<file path="config.mk">
export PLATFORM = sky130hd
export DESIGN_NAME = pfc_port_ctrl
export DESIGN_NICKNAME = d
export VERILOG_FILES = /design/src/pfc_pkg.sv /design/src/pfc_port_ctrl.sv
export SDC_FILE = /design/constraint.sdc
export NUM_CORES = 1
export LEC_CHECK = 0
export BUFFER_PORTS_ARGS = -buffer_cell sky130_fd_sc_hd__buf_2
export CORE_ASPECT_RATIO = 1.4
export CORE_MARGIN = 3
export CORE_UTILIZATION = 47
export DETAILED_ROUTE_END_ITERATION = 10
export PLACE_DENSITY = 0.74
export SETUP_SLACK_MARGIN = 0.02
export SLEW_MARGIN = 25
export SYNTH_ARGS = -nofsm -noshare
export SYNTH_HDL_FRONTEND = slang
export SYNTH_SLANG_ARGS = --single-unit
</file>
<file path="constraint.sdc">
create_clock -name i_clk -period 3 [get_ports i_clk]
set_input_delay 0.6 -clock i_clk [delete_from_list [all_inputs] [get_ports i_clk]]
set_output_delay 0.6 -clock i_clk [all_outputs]
set_load 0.01 [all_outputs]
</file>
<file path="src/pfc_pkg.sv">
/*
 * Constants for the port and shared-pin control block: register offsets,
 * reset values, field positions and the noise filter length.
 * Assumes a single 20 MHz system clock and a byte-wide register port.
 */
package pfc_pkg;
    // ****************************************************************
    // Bus geometry
    // ****************************************************************
    localparam int AW = 5;
    localparam int DW = 8;

    // ****************************************************************
    // Register offsets
    // ****************************************************************
    localparam logic [4:0] R_PA_DATA  = 5'h00;
    localparam logic [4:0] R_PA_DIR   = 5'h01;
    localparam logic [4:0] R_PA_PU    = 5'h02;
    localparam logic [4:0] R_PC_DATA  = 5'h03;
    localparam logic [4:0] R_PC_DIR   = 5'h04;
    localparam logic [4:0] R_PC_PU    = 5'h05;
    localparam logic [4:0] R_OD_DATA  = 5'h06;
    localparam logic [4:0] R_PK_DATA  = 5'h07;
    localparam logic [4:0] R_PK_DIR   = 5'h08;
    localparam logic [4:0] R_PK_PU    = 5'h09;
    localparam logic [4:0] R_SEG_EN   = 5'h0a;
    localparam logic [4:0] R_SEG_DATA = 5'h0b;
    localparam logic [4:0] R_SEG_DIR  = 5'h0c;
    localparam logic [4:0] R_SEG_PU   = 5'h0d;
    localparam logic [4:0] R_CFG      = 5'h0e;
    localparam logic [4:0] R_STATUS   = 5'h0f;
    localparam logic [4:0] R_MASK     = 5'h10;

    // ****************************************************************
    // Field positions
    // ****************************************************************
    localparam int CFG_SEL_FALL  = 0;
    localparam int CFG_NF_EN     = 1;
    localparam int CFG_EXP_CLK   = 2;
    localparam int CFG_SPLIT_RES = 3;
    localparam int ST_BOTH_EDGE  = 0;
    localparam int ST_SEL_EDGE   = 1;
    localparam int ST_KEY        = 2;

    // ****************************************************************
    // Reset values
    // ****************************************************************
    localparam logic [3:0] OD_RESET  = 4'hf;
    localparam logic [3:0] DIR_RESET = 4'h0;
    localparam logic [3:0] CFG_RESET = 4'h0;

    // ****************************************************************
    // Noise filter timing
    // ****************************************************************
    localparam int CLK_MHZ   = 20;
    localparam int NF_MIN_NS = 200;
    localparam int NF_CYCLES_INT = (NF_MIN_NS * CLK_MHZ + 999) / 1000;
    localparam logic [3:0] NF_CYCLES = 4'(NF_CYCLES_INT);
endpackage

</file>
<file path="src/pfc_port_ctrl.sv">
/*
 * Port and shared-pin control: input port, programmable ports,
 * open-drain port, key port, segment pins as ports, edge interrupts,
 * key-return flag, PROM data/mode pins, expansion clocks, bias output.
 * Assumes synchronous pin inputs and one clock; pin wires are resolved
 * outside from the out/oe pairs.
 */
// Local design decisions: the register offsets and the plain strobed port.
// Operation
// - A four-bit input port whose bit 0 is the both-edge interrupt and bits 1-3 are two-way.
// - The three two-way bits of the input port each take a software pull-up.
// - Software chooses whether a noise filter sits in the select-edge interrupt path.
// - The programmable ports set each bit as input or output on its own.
// - Programmable port pull-ups take effect only when the whole nibble is one unit.
// - The open-drain port leaves reset high impedance and every other port as input.
// - The both-edge input requests an interrupt on every rising and falling edge.
// - The select-edge input requests an interrupt on the edge software picks.
// - Key inputs flag falling edges in a testable bit that raises no interrupt.
// - Segment pins turn into ports in groups of four, eight pins at most.
// - In PROM mode the open-drain port carries data bits 7 to 4.
// - In PROM mode the key port carries data bits 3 to 0.
// - Two third-port pins can output the expansion drive and sync clocks.
// - The bias output drives low with the split resistor and floats without it.
`timescale 1ns/1ns
`default_nettype none
module pfc_port_ctrl (
    input  wire logic               i_clk,
    input  wire logic               i_rst_b,
    input  wire logic               i_ce,
    input  wire logic [pfc_pkg::AW-1:0] i_addr,
    input  wire logic [pfc_pkg::DW-1:0] i_wdata,
    input  wire logic               i_wr,
    input  wire logic               i_rd,
    output logic [pfc_pkg::DW-1:0]  o_rdata,
    output logic                    o_irq,
    input  wire logic [3:0]         i_input_port_a,
    output logic [3:0]              o_input_port_a,
    output logic [3:0]              o_input_port_a_oe,
    output logic [3:0]              o_input_port_a_pu,
    input  wire logic               i_select_edge_irq_in,
    input  wire logic [3:0]         i_prog_port_c,
    output logic [3:0]              o_prog_port_c,
    output logic [3:0]              o_prog_port_c_oe,
    output logic [3:0]              o_prog_port_c_pu,
    input  wire logic               i_expansion_drive_clock,
    input  wire logic               i_expansion_sync_clock,
    input  wire logic [3:0]         i_open_drain_port,
    output logic [3:0]              o_open_drain_port,
    output logic [3:0]              o_open_drain_port_oe,
    input  wire logic [3:0]         i_key_port,
    output logic [3:0]              o_key_port,
    output logic [3:0]              o_key_port_oe,
    output logic [3:0]              o_key_port_pu,
    input  wire logic [7:0]         i_shared_segment_pins,
    input  wire logic [7:0]         i_segment_drive,
    output logic [7:0]              o_shared_segment_pins,
    output logic [7:0]              o_shared_segment_pins_oe,
    output logic [7:0]              o_shared_segment_pins_pu,
    input  wire logic               i_prom_mode,
    input  wire logic               i_prom_drive,
    input  wire logic [7:0]         i_prom_rdata,
    output logic [7:0]              o_prom_data_lines,
    output logic [3:0]              o_prom_mode_select,
    output logic                    o_bias,
    output logic                    o_bias_oe
);
    import pfc_pkg::*;

    // ****************************************************************
    // State
    // ****************************************************************
    typedef struct packed {
        logic [3:1] pa_out;
        logic [3:1] pa_dir;
        logic [3:1] pa_pu;
        logic [3:0] pc_out;
        logic [3:0] pc_dir;
        logic       pc_pu;
        logic [3:0] od_out;
        logic [3:0] pk_out;
        logic [3:0] pk_dir;
        logic       pk_pu;
        logic [1:0] seg_en;
        logic [7:0] seg_out;
        logic [7:0] seg_dir;
        logic [1:0] seg_pu;
        logic [3:0] cfg;
        logic [2:0] status;
        logic [1:0] mask;
        logic [7:0] rdata;
        logic       both_prev;
        logic       sel_prev;
        logic       sel_filt;
        logic [3:0] nf_cnt;
        logic [3:0] key_prev;
        logic [7:0] prom_data;
        logic [3:0] prom_mode;
    } pfc_state_s;

    pfc_state_s state;
    pfc_state_s next_state;
    logic       rst_meta_b;
    logic       rst_sync_b;
    logic       sel_in;
    logic       sel_rise;
    logic       sel_fall;
    logic [2:0] ev;
    logic [2:0] clr;
    logic       pc_unit_in;
    logic       pk_unit_in;

    // ****************************************************************
    // Reset release
    // ****************************************************************
    always_ff @(posedge i_clk or negedge i_rst_b) begin
        if (!i_rst_b) begin
            rst_meta_b <= 1'b0;
            rst_sync_b <= 1'b0;
        end else begin
            rst_meta_b <= 1'b1;
            rst_sync_b <= rst_meta_b;
        end
    end

    // ****************************************************************
    // Edge detection
    // ****************************************************************
    // Filtered or raw path
    assign sel_in   = state.cfg[CFG_NF_EN] ? state.sel_filt : i_select_edge_irq_in;
    assign sel_rise = sel_in & ~state.sel_prev;
    assign sel_fall = ~sel_in & state.sel_prev;

    always_comb begin
        ev = 3'h0;
        ev[ST_BOTH_EDGE] = i_input_port_a[0] ^ state.both_prev;
        ev[ST_SEL_EDGE]  = state.cfg[CFG_SEL_FALL] ? sel_fall : sel_rise;
        ev[ST_KEY]       = |(state.key_prev & ~i_key_port) & ~i_prom_mode;
    end

    assign clr = (i_wr && i_addr == R_STATUS) ? i_wdata[2:0] : 3'h0;

    // ****************************************************************
    // Next state
    // ****************************************************************
    always_comb begin
        next_state           = state;
        next_state.both_prev = i_input_port_a[0];
        next_state.sel_prev  = sel_in;
        next_state.key_prev  = i_key_port;
        // Set beats clear so a same-cycle event survives
        next_state.status    = (state.status & ~clr) | ev;

        // Input must hold steady to pass the filter
        if (i_select_edge_irq_in == state.sel_filt) begin
            next_state.nf_cnt = 4'h0;
        end else if (state.nf_cnt == NF_CYCLES - 4'h1) begin
            next_state.nf_cnt   = 4'h0;
            next_state.sel_filt = i_select_edge_irq_in;
        end else begin
            next_state.nf_cnt = state.nf_cnt + 4'h1;
        end

        // Upper data bits from open-drain pins
        // Lower data bits from key pins
        // Mode lines sampled from third port
        if (i_prom_mode) begin
            next_state.prom_data = {i_open_drain_port, i_key_port};
            next_state.prom_mode = i_prog_port_c;
        end

        if (i_wr) begin
            case (i_addr)
                R_PA_DATA:  next_state.pa_out  = i_wdata[3:1];
                R_PA_DIR:   next_state.pa_dir  = i_wdata[3:1];
                R_PA_PU:    next_state.pa_pu   = i_wdata[3:1];
                R_PC_DATA:  next_state.pc_out  = i_wdata[3:0];
                R_PC_DIR:   next_state.pc_dir  = i_wdata[3:0];
                R_PC_PU:    next_state.pc_pu   = i_wdata[0];
                R_OD_DATA:  next_state.od_out  = i_wdata[3:0];
                R_PK_DATA:  next_state.pk_out  = i_wdata[3:0];
                R_PK_DIR:   next_state.pk_dir  = i_wdata[3:0];
                R_PK_PU:    next_state.pk_pu   = i_wdata[0];
                R_SEG_EN:   next_state.seg_en  = i_wdata[1:0];
                R_SEG_DATA: next_state.seg_out = i_wdata;
                R_SEG_DIR:  next_state.seg_dir = i_wdata;
                R_SEG_PU:   next_state.seg_pu  = i_wdata[1:0];
                R_CFG:      next_state.cfg     = i_wdata[3:0];
                R_MASK:     next_state.mask    = i_wdata[1:0];
                default:    next_state.mask    = state.mask;
            endcase
        end

        next_state.rdata = 8'h00;
        if (i_rd) begin
            case (i_addr)
                R_PA_DATA:  next_state.rdata = {4'h0, i_input_port_a};
                R_PA_DIR:   next_state.rdata = {4'h0, state.pa_dir, 1'b0};
                R_PA_PU:    next_state.rdata = {4'h0, state.pa_pu, 1'b0};
                R_PC_DATA:  next_state.rdata = {4'h0, i_prog_port_c};
                R_PC_DIR:   next_state.rdata = {4'h0, state.pc_dir};
                R_PC_PU:    next_state.rdata = {7'h00, state.pc_pu};
                R_OD_DATA:  next_state.rdata = {4'h0, i_open_drain_port};
                R_PK_DATA:  next_state.rdata = {4'h0, i_key_port};
                R_PK_DIR:   next_state.rdata = {4'h0, state.pk_dir};
                R_PK_PU:    next_state.rdata = {7'h00, state.pk_pu};
                R_SEG_EN:   next_state.rdata = {6'h00, state.seg_en};
                R_SEG_DATA: next_state.rdata = i_shared_segment_pins;
                R_SEG_DIR:  next_state.rdata = state.seg_dir;
                R_SEG_PU:   next_state.rdata = {6'h00, state.seg_pu};
                R_CFG:      next_state.rdata = {4'h0, state.cfg};
                R_STATUS:   next_state.rdata = {5'h00, state.status};
                R_MASK:     next_state.rdata = {6'h00, state.mask};
                default:    next_state.rdata = 8'h00;
            endcase
        end
    end

    // ****************************************************************
    // Registers
    // ****************************************************************
    always_ff @(posedge i_clk or negedge rst_sync_b) begin
        if (!rst_sync_b) begin
            state        <= '0;
            state.od_out <= OD_RESET;
            state.pc_dir <= DIR_RESET;
            state.pk_dir <= DIR_RESET;
            state.cfg    <= CFG_RESET;
        end else if (i_ce) begin
            state <= next_state;
        end
    end

    assign o_rdata = state.rdata;
    // Key flag kept out of the interrupt line on purpose
    assign o_irq   = |(state.status[1:0] & state.mask);

    // ****************************************************************
    // Pin drive
    // ****************************************************************
    // Pull-up only when the nibble is all input
    assign pc_unit_in = (state.pc_dir == 4'h0) & ~state.cfg[CFG_EXP_CLK];
    assign pk_unit_in = (state.pk_dir == 4'h0);

    always_comb begin
        o_input_port_a    = {state.pa_out, 1'b0};
        o_input_port_a_oe = {state.pa_dir, 1'b0};
        o_input_port_a_pu = {state.pa_pu & ~state.pa_dir, 1'b0};

        o_prog_port_c     = state.pc_out;
        o_prog_port_c_oe  = state.pc_dir;
        o_prog_port_c_pu  = {4{state.pc_pu & pc_unit_in}};
        // Expansion clocks on bits 0 and 1
        if (state.cfg[CFG_EXP_CLK]) begin
            o_prog_port_c[1:0]    = {i_expansion_sync_clock, i_expansion_drive_clock};
            o_prog_port_c_oe[1:0] = 2'h3;
        end
        if (i_prom_mode) begin
            o_prog_port_c_oe = 4'h0;
            o_prog_port_c_pu = 4'h0;
        end

        // Drives only low; a one releases the pin
        o_open_drain_port    = 4'h0;
        o_open_drain_port_oe = ~state.od_out;

        o_key_port    = state.pk_out;
        o_key_port_oe = state.pk_dir;
        o_key_port_pu = {4{state.pk_pu & pk_unit_in}};

        if (i_prom_mode) begin
            o_open_drain_port_oe = i_prom_drive ? ~i_prom_rdata[7:4] : 4'h0;
            o_key_port    = i_prom_rdata[3:0];
            o_key_port_oe = {4{i_prom_drive}};
            o_key_port_pu = 4'h0;
        end

        // Two groups of four, LCD drive otherwise
        for (int g = 0; g < 2; g++) begin
            if (state.seg_en[g]) begin
                o_shared_segment_pins[g*4 +: 4]    = state.seg_out[g*4 +: 4];
                o_shared_segment_pins_oe[g*4 +: 4] = state.seg_dir[g*4 +: 4];
                o_shared_segment_pins_pu[g*4 +: 4] =
                    {4{state.seg_pu[g] & (state.seg_dir[g*4 +: 4] == 4'h0)}};
            end else begin
                o_shared_segment_pins[g*4 +: 4]    = i_segment_drive[g*4 +: 4];
                o_shared_segment_pins_oe[g*4 +: 4] = 4'hf;
                o_shared_segment_pins_pu[g*4 +: 4] = 4'h0;
            end
        end
    end

    assign o_prom_data_lines  = state.prom_data;
    assign o_prom_mode_select = state.prom_mode;

    // Low with split resistor, else float
    assign o_bias    = 1'b0;
    assign o_bias_oe = state.cfg[CFG_SPLIT_RES];
endmodule
`default_nettype wire

</file>
==> results of run 1 <==
stage by stage:
| step | std cells | power (mW) | cell area, µm² | setup WS (ns) | utilization [%] |
|---|---|---|---|---|---|
| after detailed placement | 680 | 2.246 | 5598 | 0.5359 | 53.24 |
| after CTS | 696 | 3.337 | 5886 | 0.4967 | 55.97 |
| final | 696 | 3.310 | 5886 | 0.5190 | 55.97 |
| after floorplan | 466 | 2.032 | 5144 | 0.2247 | - |
| after global placement | 679 | 2.217 | 5570 | 0.6309 | 52.97 |
| after global routing | 696 | 3.474 | 5886 | 0.3798 | 55.97 |
cell families after synthesis:
kind of cell / share of synthesized area (%)
AOI/OAI and AO/OA: 9.096
and+or+nand+nor: 12.13
buffers and inverters: 10.61
xor gates and xnor gates: 0.3424
adders and majority gates: 0.2445
muxes: 21.86
DFF: 45.57
other: 0.1468
power by group through the flow:
stage	Clock, mW	Combinational [mW]	Sequential, mW
floorplan	0	0.501	1.53
global placement	0	0.626	1.59
detailed placement	0	0.659	1.59
CTS	1.11	0.662	1.56
global route	1.17	0.720	1.58
finish	1.09	0.655	1.56
routing by layer:
metal  GRT usage [%]  wire, µm
met1           26.76      5241
met2           37.79      6825
met3           3.600       680
met4           10.63       470
met5               0         0
worst register-to-register path: cells and delay by family, from the launching register on:
kind	cells	cell delay, ns
AOI/OAI and AO/OA	3	0.63
DFF	1	0.56
muxes	1	0.35
flip-flops by register name, indices dropped and copies added (netlist names):
register	cells
o_input_port_a	3
o_rdata	8
o_bias_oe	1
state	62
rst_meta_b	1
o_prom_mode_select	4
o_prog_port_c	2
rst_sync_b	1
o_input_port_a_oe	3
o_prom_data_lines	8
final timing paths:
kind                            start  slack, ns                    end  cells past startpoint
max in group asynchronous  rst_sync_b       2.05  o_prom_mode_select[2]                      1
min in group i_clk         rst_meta_b       0.35             rst_sync_b                      0
min                           i_rst_b       0.02             rst_sync_b                      1
max reg2reg                 state[58]       1.34             o_rdata[0]                      4
min reg2reg                rst_sync_b       0.31              state[50]                      0
max                         state[38]       0.52    o_prog_port_c_pu[2]                      4
layout make-up:
cell class | instances | share of cell area [%]
Multi-Input combinational cell | 288 | 38.54
Clock inverter | 4 | 0.5315
Tap cell | 138 | 2.934
Timing Repair Buffer | 149 | 13.18
Sequential cell | 93 | 39.69
Inverter | 12 | 0.7653
Clock buffer | 12 | 4.358
layout by cell type, fill, tap and decap left out, types with 7 or more instances in the layout:
master / Yosys / final
buf_2: 8 / 145
dfrtp_1: 89 / 88
a22oi_1: 8 / 8
inv_1: 12 / 12
a21oi_1: 9 / 9
and3_1: 12 / 12
nor2_1: 17 / 17
nand2_1: 24 / 24
nor2b_1: 8 / 8
conb_1: 2 / 9
nand3_1: 7 / 7
nand2b_1: 13 / 13
clkbuf_16: 0 / 9
mux2_2: 90 / 90
o21ai_0: 17 / 17
==> results.toml, run 1 <==
[status]
status = "finished, final reports clean"

[routing]
drt_iter0_drc = 278
viasPerCell = 5.556
drc = 0
drt-total-wl_mm = 13.22
drtAntennaViolNets = 0
wl_per_cell_um = 18.99
dr.pass1.iters = 4
vias = 3867

[placed_design]
hpwlAfterDp_mm = 10.05
placement.io_buffers = 145
place.gp.congestion = 0.9037

[logic_synthesis]
synth_commonest_cells = "mux2_2 (90), dfrtp_1 (89), buf_4 (49)"
synth.most_common_cell = "mux2_2"
syn_inst = 459
synth_top_area_share_pct = 43.52
dominantRegCellSynth = "dfrtp_1"
synthArstFlopShare_pct = 100.0
syn_avg_cell_area_um2 = 11.15
synth_area_leaders = "dfrtp_1 (44%), mux2_2 (20%), buf_4 (7.2%)"
synth_edf_count = 0
synth_top_area_cell = "dfrtp_1"
synth_area_um2 = 5117
ys_types = 55
ys_seq_elements = 93
ys_seq_area_share_pct = 45.57
synth_warnings = 0

[clock_tree]
cts_buffer_depth = 2
clk_pin_slew_worst_paths_ns = 0.07
ctsRootBufferMaster = "clkbuf_16"
cts.sinks = 93
post_cts_buffers = 0
numCtsBuffers = 9
cts_tree = "yes"
cts_max_level = 3
insertion_delay_ns = 0.34
ctsHoldBuffers = 0
cts_resized = 0

[floorplan]
core_um2 = 10520
start_util_pct = 48.67
num_rows = 44
chipHeight_um = 129.5
dieArea_um2 = 12190
die_x_um = 94.19
ioPinCount = 154

[sta]
clock.fmax_ghz = 0.4031
slew-limit-headroom_pct = 56.38
worst_pin_slew_ns = 0.6483
fin_crit_ns = 2.481
tns_ns = 0
fin_skew_ns = 0.009666
rsz0062_at_grt = "false"
finalHoldViolCount = 0
finalMaxSlewViolations = 0
finalCritPeriodShare_pct = 82.70
holdWs_ns = 0.02490
setup_violations = 0

[grt]
grt_pass1_vias = 3887
overflow = 0
grt_pass1_wl_mm = 20.69
grt_max_degree = 53
antenna_found_initial = 0
grt_usage_pct = 22.02

[power_and_ir_drop]
ir_drop_v = 0.0003055
pwr-share-seq_pct = 47.3
p_clk_share_pct = 32.9
p_leak_nw = 2.867
combinationalPowerShare_pct = 19.8
sw_frac_of_total_pct = 28.65
p_per_area_nw_per_um2 = 562.3
p_int_mw = 2.361
p_sw_mw = 0.9483

[setup_path]
critPathArrivalTime_ns = 1.88
cp_slowest_cell = "nor4_1"
end_kind = "output port"
critPathMaxFanout = 6
crit_path_max_incr_delay_ns = 0.50
worstSetupStartpointType = "register"
required_ns = 2.40
critical_path.cell_chain = "nor2_1 > nand3b_1 > nor4_1 > buf_2"
critPathKind = "reg2out"
cp_top_family = "simple AND/OR/NAND/NOR gates"
crit_buf_inv = 1

[final_layout]
multi_input_area_um2 = 2268
ff_latch_area_um2 = 2336
nets = 617
antennaDiodeCount = 0
n_fill_cell = 939
area_delta_synth_final_pct = 15.01
drive_gt1_share_pct = 47.85

[job]
drv_cap = 0

[min_path]
min_path_type = "in2async"
Power figures use the tool's default switching activity.
==> run 2: changes to the inputs <==
- CORE_UTILIZATION: 47 -> 50
- PLACE_DENSITY: 0.74 -> 0.75
- clock period: 3 -> 2.3 ns (I/O delays scaled with it)
==> results.toml, run 2 (synthesized netlist as in run 1, its figures left out) <==
[final_layout]
ff_latch_area_um2 = 2337
largest_reg_flops = 62
layout_common_cells = "buf_2 (145), mux2_2 (90), dfrtp_1 (87)"
drive_gt1_share_pct = 49.39
largest-register = "state"
nets = 630
n_fill_cell = 866
post-route-util_pct = 60.58
area_delta_synth_final_pct = 17.82
multi_input_area_um2 = 2275
antennaDiodeCount = 0
layout_commonest_cell = "buf_2"

[floorplan]
core_um2 = 9953
die_x_um = 91.50
ioPinCount = 154
dieArea_um2 = 11500
num_rows = 43
start_util_pct = 51.41
chipHeight_um = 125.7

[clock_tree]
clk_pin_slew_worst_paths_ns = 0.06
cts.sinks = 93
ctsRootBufferMaster = "clkbuf_16"
numCtsBuffers = 9
cts_tree = "yes"
cts_max_level = 3
cts_buffer_depth = 2
post_cts_buffers = 0
insertion_delay_ns = 0.34

[sta]
fin_crit_ns = 2.080
worst_pin_slew_ns = 0.5259
finalCritPeriodShare_pct = 90.43
setup_violations = 0
finalMaxSlewViolations = 0
rsz0062_at_grt = "false"
tns_ns = 0
clock.fmax_ghz = 0.4808
fin_skew_ns = 0.005686
finalHoldViolCount = 0
slew-limit-headroom_pct = 64.86

[routing]
drt_iter0_drc = 239
dr.pass1.iters = 4
vias = 3906
drtAntennaViolNets = 0
viasPerCell = 5.533
drt-total-wl_mm = 13.80
drc = 0
wl_per_cell_um = 19.55

[placed_design]
place.gp.congestion = 0.9771
placement.io_buffers = 145
hpwlAfterDp_mm = 10.57

[grt]
grt_usage_pct = 24.32
grt_pass1_vias = 4079
grt_max_degree = 42
antenna_found_initial = 0
grt_pass1_wl_mm = 21.78
overflow = 0

[power_and_ir_drop]
p_per_area_nw_per_um2 = 756.4
p_leak_nw = 2.948
ir_drop_v = 0.0003799

[setup_path]
worstSetupStartpointType = "register"
critPathArrivalTime_ns = 1.62
required_ns = 1.84
critPathMaxFanout = 4
critPathKind = "reg2out"
end_kind = "output port"

[min_path]
min_path_type = "reg2async"

[status]
status = "finished, final reports clean"

[job]
drv_cap = 0
run 2: cell count changes in the layout (fill, tap and decap cells not counted):
cell	delta
nor4_2	+1
nor4_1	-1
dfrtp_1	-1
bufinv_16	+2
clkbuf_1	-1
buf_4	+12
buf_12	+1
buf_16	-1
inv_6	-1
dfrtp_2	+1
dlygate4sd3_1	+1
run 2: cell type report:
| type | count | area share [%] |
|---|---|---|
| Clock buffer | 11 | 4.192 |
| Clock inverter | 5 | 1.370 |
| Inverter | 12 | 0.7470 |
| Multi-Input combinational cell | 288 | 37.73 |
| Sequential cell | 93 | 38.76 |
| Tap cell | 135 | 2.801 |
| Timing Repair Buffer | 162 | 14.40 |
run 2: what timing repair did:
| action | 4_1_cts | 5_1_grt |
|---|---|---|
| setup endpoints to repair | 4 | 4 |
| gates resized for setup | 1 | 1 |
| hold buffers | 1 | 0 |
| hold endpoints to repair | 2 | 0 |
run 2: stage by stage:
stage                     setup slack (ns)  hold slack, ns  area [µm²]  instances  power (mW)
after floorplan                     0.2066          0.1644        5145        466       2.650
final                               0.2200          0.2838        6030        706       4.561
after global routing               0.04456          0.3320        6030        706       4.760
after CTS                           0.1498          0.3024        6023        706       4.589
after global placement              0.2257          0.2459        5677        689       2.912
after detailed placement            0.1791          0.2483        5677        689       2.947
run 2: per-layer routing:
layer	GRT usage, %	wire, µm	vias to the layer above
li1	-	-	1790
met1	29.46	5437	1949
met2	42.88	7337	139
met3	3.465	606	28
met4	10.30	418	0
met5	0	0	-
run 2: path summary, 6_finish.rpt:
kind	slack [ns]	end	start	cells past startpoint
worst max register to register	0.68	o_rdata[0]	state[58]	4
worst max-delay path	0.22	o_prog_port_c_pu[2]	state[38]	4
worst min register to register	0.28	state[56]	rst_sync_b	0
min in group i_clk	0.36	rst_sync_b	rst_meta_b	0
worst min-delay path	0.28	state[56]	rst_sync_b	0
max in group asynchronous	1.32	state[72]	rst_sync_b	1
run 2: where the power goes:
group	internal, mW	switching (mW)	total, mW	leakage [nW]
clock network	1.01	0.631	1.64	0.166
registers	1.85	0.175	2.02	1.18
logic	0.448	0.444	0.893	1.60
total	3.31	1.25	4.56	2.95
run 2: critical path, cell delays in order (launching register included):
cell,delay [ns]
dfrtp_1,0.39
nor2_1,0.16
nand3b_1,0.12
nor4_1,0.39
buf_2,0.23
==> run 3: changes to the inputs <==
==> constraint.sdc (replaced) <==
create_clock -name i_clk -period 2.3 [get_ports i_clk]
set_input_delay 0.23 -clock i_clk [delete_from_list [all_inputs] [get_ports i_clk]]
set_output_delay 0.23 -clock i_clk [all_outputs]
set_load 0.01 [all_outputs]
==> results.toml, run 3 (synthesized netlist as in run 1, its figures left out) <==
[routing]
dr.pass1.iters = 5
drtAntennaViolNets = 0
vias = 3889
viasPerCell = 5.548
drt_iter0_drc = 227
drt-total-wl_mm = 13.47
wl_per_cell_um = 19.21
drc = 0

[final_layout]
layoutNonFillerInstCount = 701
antennaDiodeCount = 0
largest_reg_flops = 62
largest-register = "state"
drive_gt1_share_pct = 48.59
layout_commonest_cell = "buf_2"
area_delta_synth_final_pct = 17.85
n_fill_cell = 863
nets = 625
layout_common_cells = "buf_2 (145), mux2_2 (90), dfrtp_1 (88)"

[placed_design]
hpwlAfterDp_mm = 10.31
placement.io_buffers = 145
place_worst_setup_slack_ns = 0.3498
place.gp.congestion = 0.9292
dpl.cell_count = 684

[setup_path]
critPathKind = "reg2out"
end_kind = "output port"
critPathArrivalTime_ns = 1.92
critPathMaxFanout = 10
worstSetupStartpointType = "register"
crit_path_max_incr_delay_ns = 0.64
cp_slowest_cell = "dfrtp_1"
required_ns = 2.07
critical_path.cell_chain = "nand2b_1 > nor4_1 > buf_2"

[sta]
rsz0062_at_grt = "false"
tns_ns = 0
setup_violations = 0
setup_ws_ns = 0.1523
worst_pin_slew_ns = 0.5740
fin_skew_ns = 0.006909
finalMaxSlewViolations = 0
fin_crit_ns = 2.148
slew-limit-headroom_pct = 61.38
finalHoldViolCount = 0
finalCritPeriodShare_pct = 93.38
clock.fmax_ghz = 0.4656
holdWs_ns = 0.1374

[grt]
grt_pass1_vias = 4064
grt_usage_pct = 24.18
grt_max_degree = 41
grt_pass1_wl_mm = 21.78
overflow = 0
antenna_found_initial = 0

[floorplan]
ioPinCount = 154
core_um2 = 9953
chipHeight_um = 125.7
start_util_pct = 51.41
die_x_um = 91.50
dieArea_um2 = 11500
num_rows = 43

[power_and_ir_drop]
p_leak_nw = 2.947
p_per_area_nw_per_um2 = 788.1
ir_drop_v = 0.0003907

[min_path]
min_path_type = "in2reg"

[job]
drv_cap = 0

[clock_tree]
post_cts_buffers = 0
clk_pin_slew_worst_paths_ns = 0.06
insertion_delay_ns = 0.34
cts.sinks = 93
ctsRootBufferMaster = "clkbuf_16"
numCtsBuffers = 9
cts_tree = "yes"
cts_buffer_depth = 2
cts_resized = 0
ctsHoldBuffers = 1
cts_max_level = 3

[status]
status = "finished, final reports clean"
## run 3: worst max-delay path, delay by kind of cell (launching register included)
family / cells / cell delay [ns]
flops: 1 / 0.64
simple gates: 2 / 0.70
buf+inv: 1 / 0.24
## run 3: per-stage QoR
step	util [%]	total power, mW	instance area [µm²]
2_1_floorplan	-	2.650	5145
6_report	60.59	4.753	6031
4_1_cts	60.59	4.800	6031
3_5_place_dp	56.66	2.941	5639
5_1_grt	60.59	4.983	6031
3_3_place_gp	56.66	2.903	5639
## run 3: worst paths after layout
check / slack [ns] / cells past startpoint / endpoint / from
worst max-delay path: 0.15 / 3 / o_shared_segment_pins_pu[2] / state[58]
worst min-delay path: 0.14 / 2 / state[57] / i_wdata[7]
worst max register to register: 0.62 / 4 / o_rdata[0] / state[58]
worst min register to register: 0.28 / 0 / o_rdata[4] / rst_sync_b
max in group asynchronous: 1.31 / 1 / state[72] / rst_sync_b
min in group asynchronous: 0.20 / 2 / rst_sync_b / i_rst_b
## run 3: routing by layer
| layer | global-route usage (%) | vias to the layer above | wire length, µm |
|---|---|---|---|
| met5 | 0 | - | 0 |
| met4 | 9.414 | 0 | 299 |
| met3 | 3.584 | 22 | 548 |
| met2 | 42.88 | 128 | 7228 |
| met1 | 29.35 | 1954 | 5393 |
| li1 | - | 1785 | - |
## run 3: cell type report
cell class              count  area, µm²  area share (%)
flip-flops and latches     93       2336           38.73
multi-input cells         288       2268           37.61
repair buffers            157      830.8           13.78
clock buffers              11      252.7           4.191
well taps                 135      168.9           2.801
clock inverters             5      128.9           2.137
inverters                  12      45.04          0.7469
## run 3: report_power, final
| group | internal [mW] | switching (mW) |
|---|---|---|
| combinational | 0.444 | 0.444 |
| clock | 1.23 | 0.610 |
| sequential | 1.85 | 0.171 |
| total | 3.53 | 1.22 |
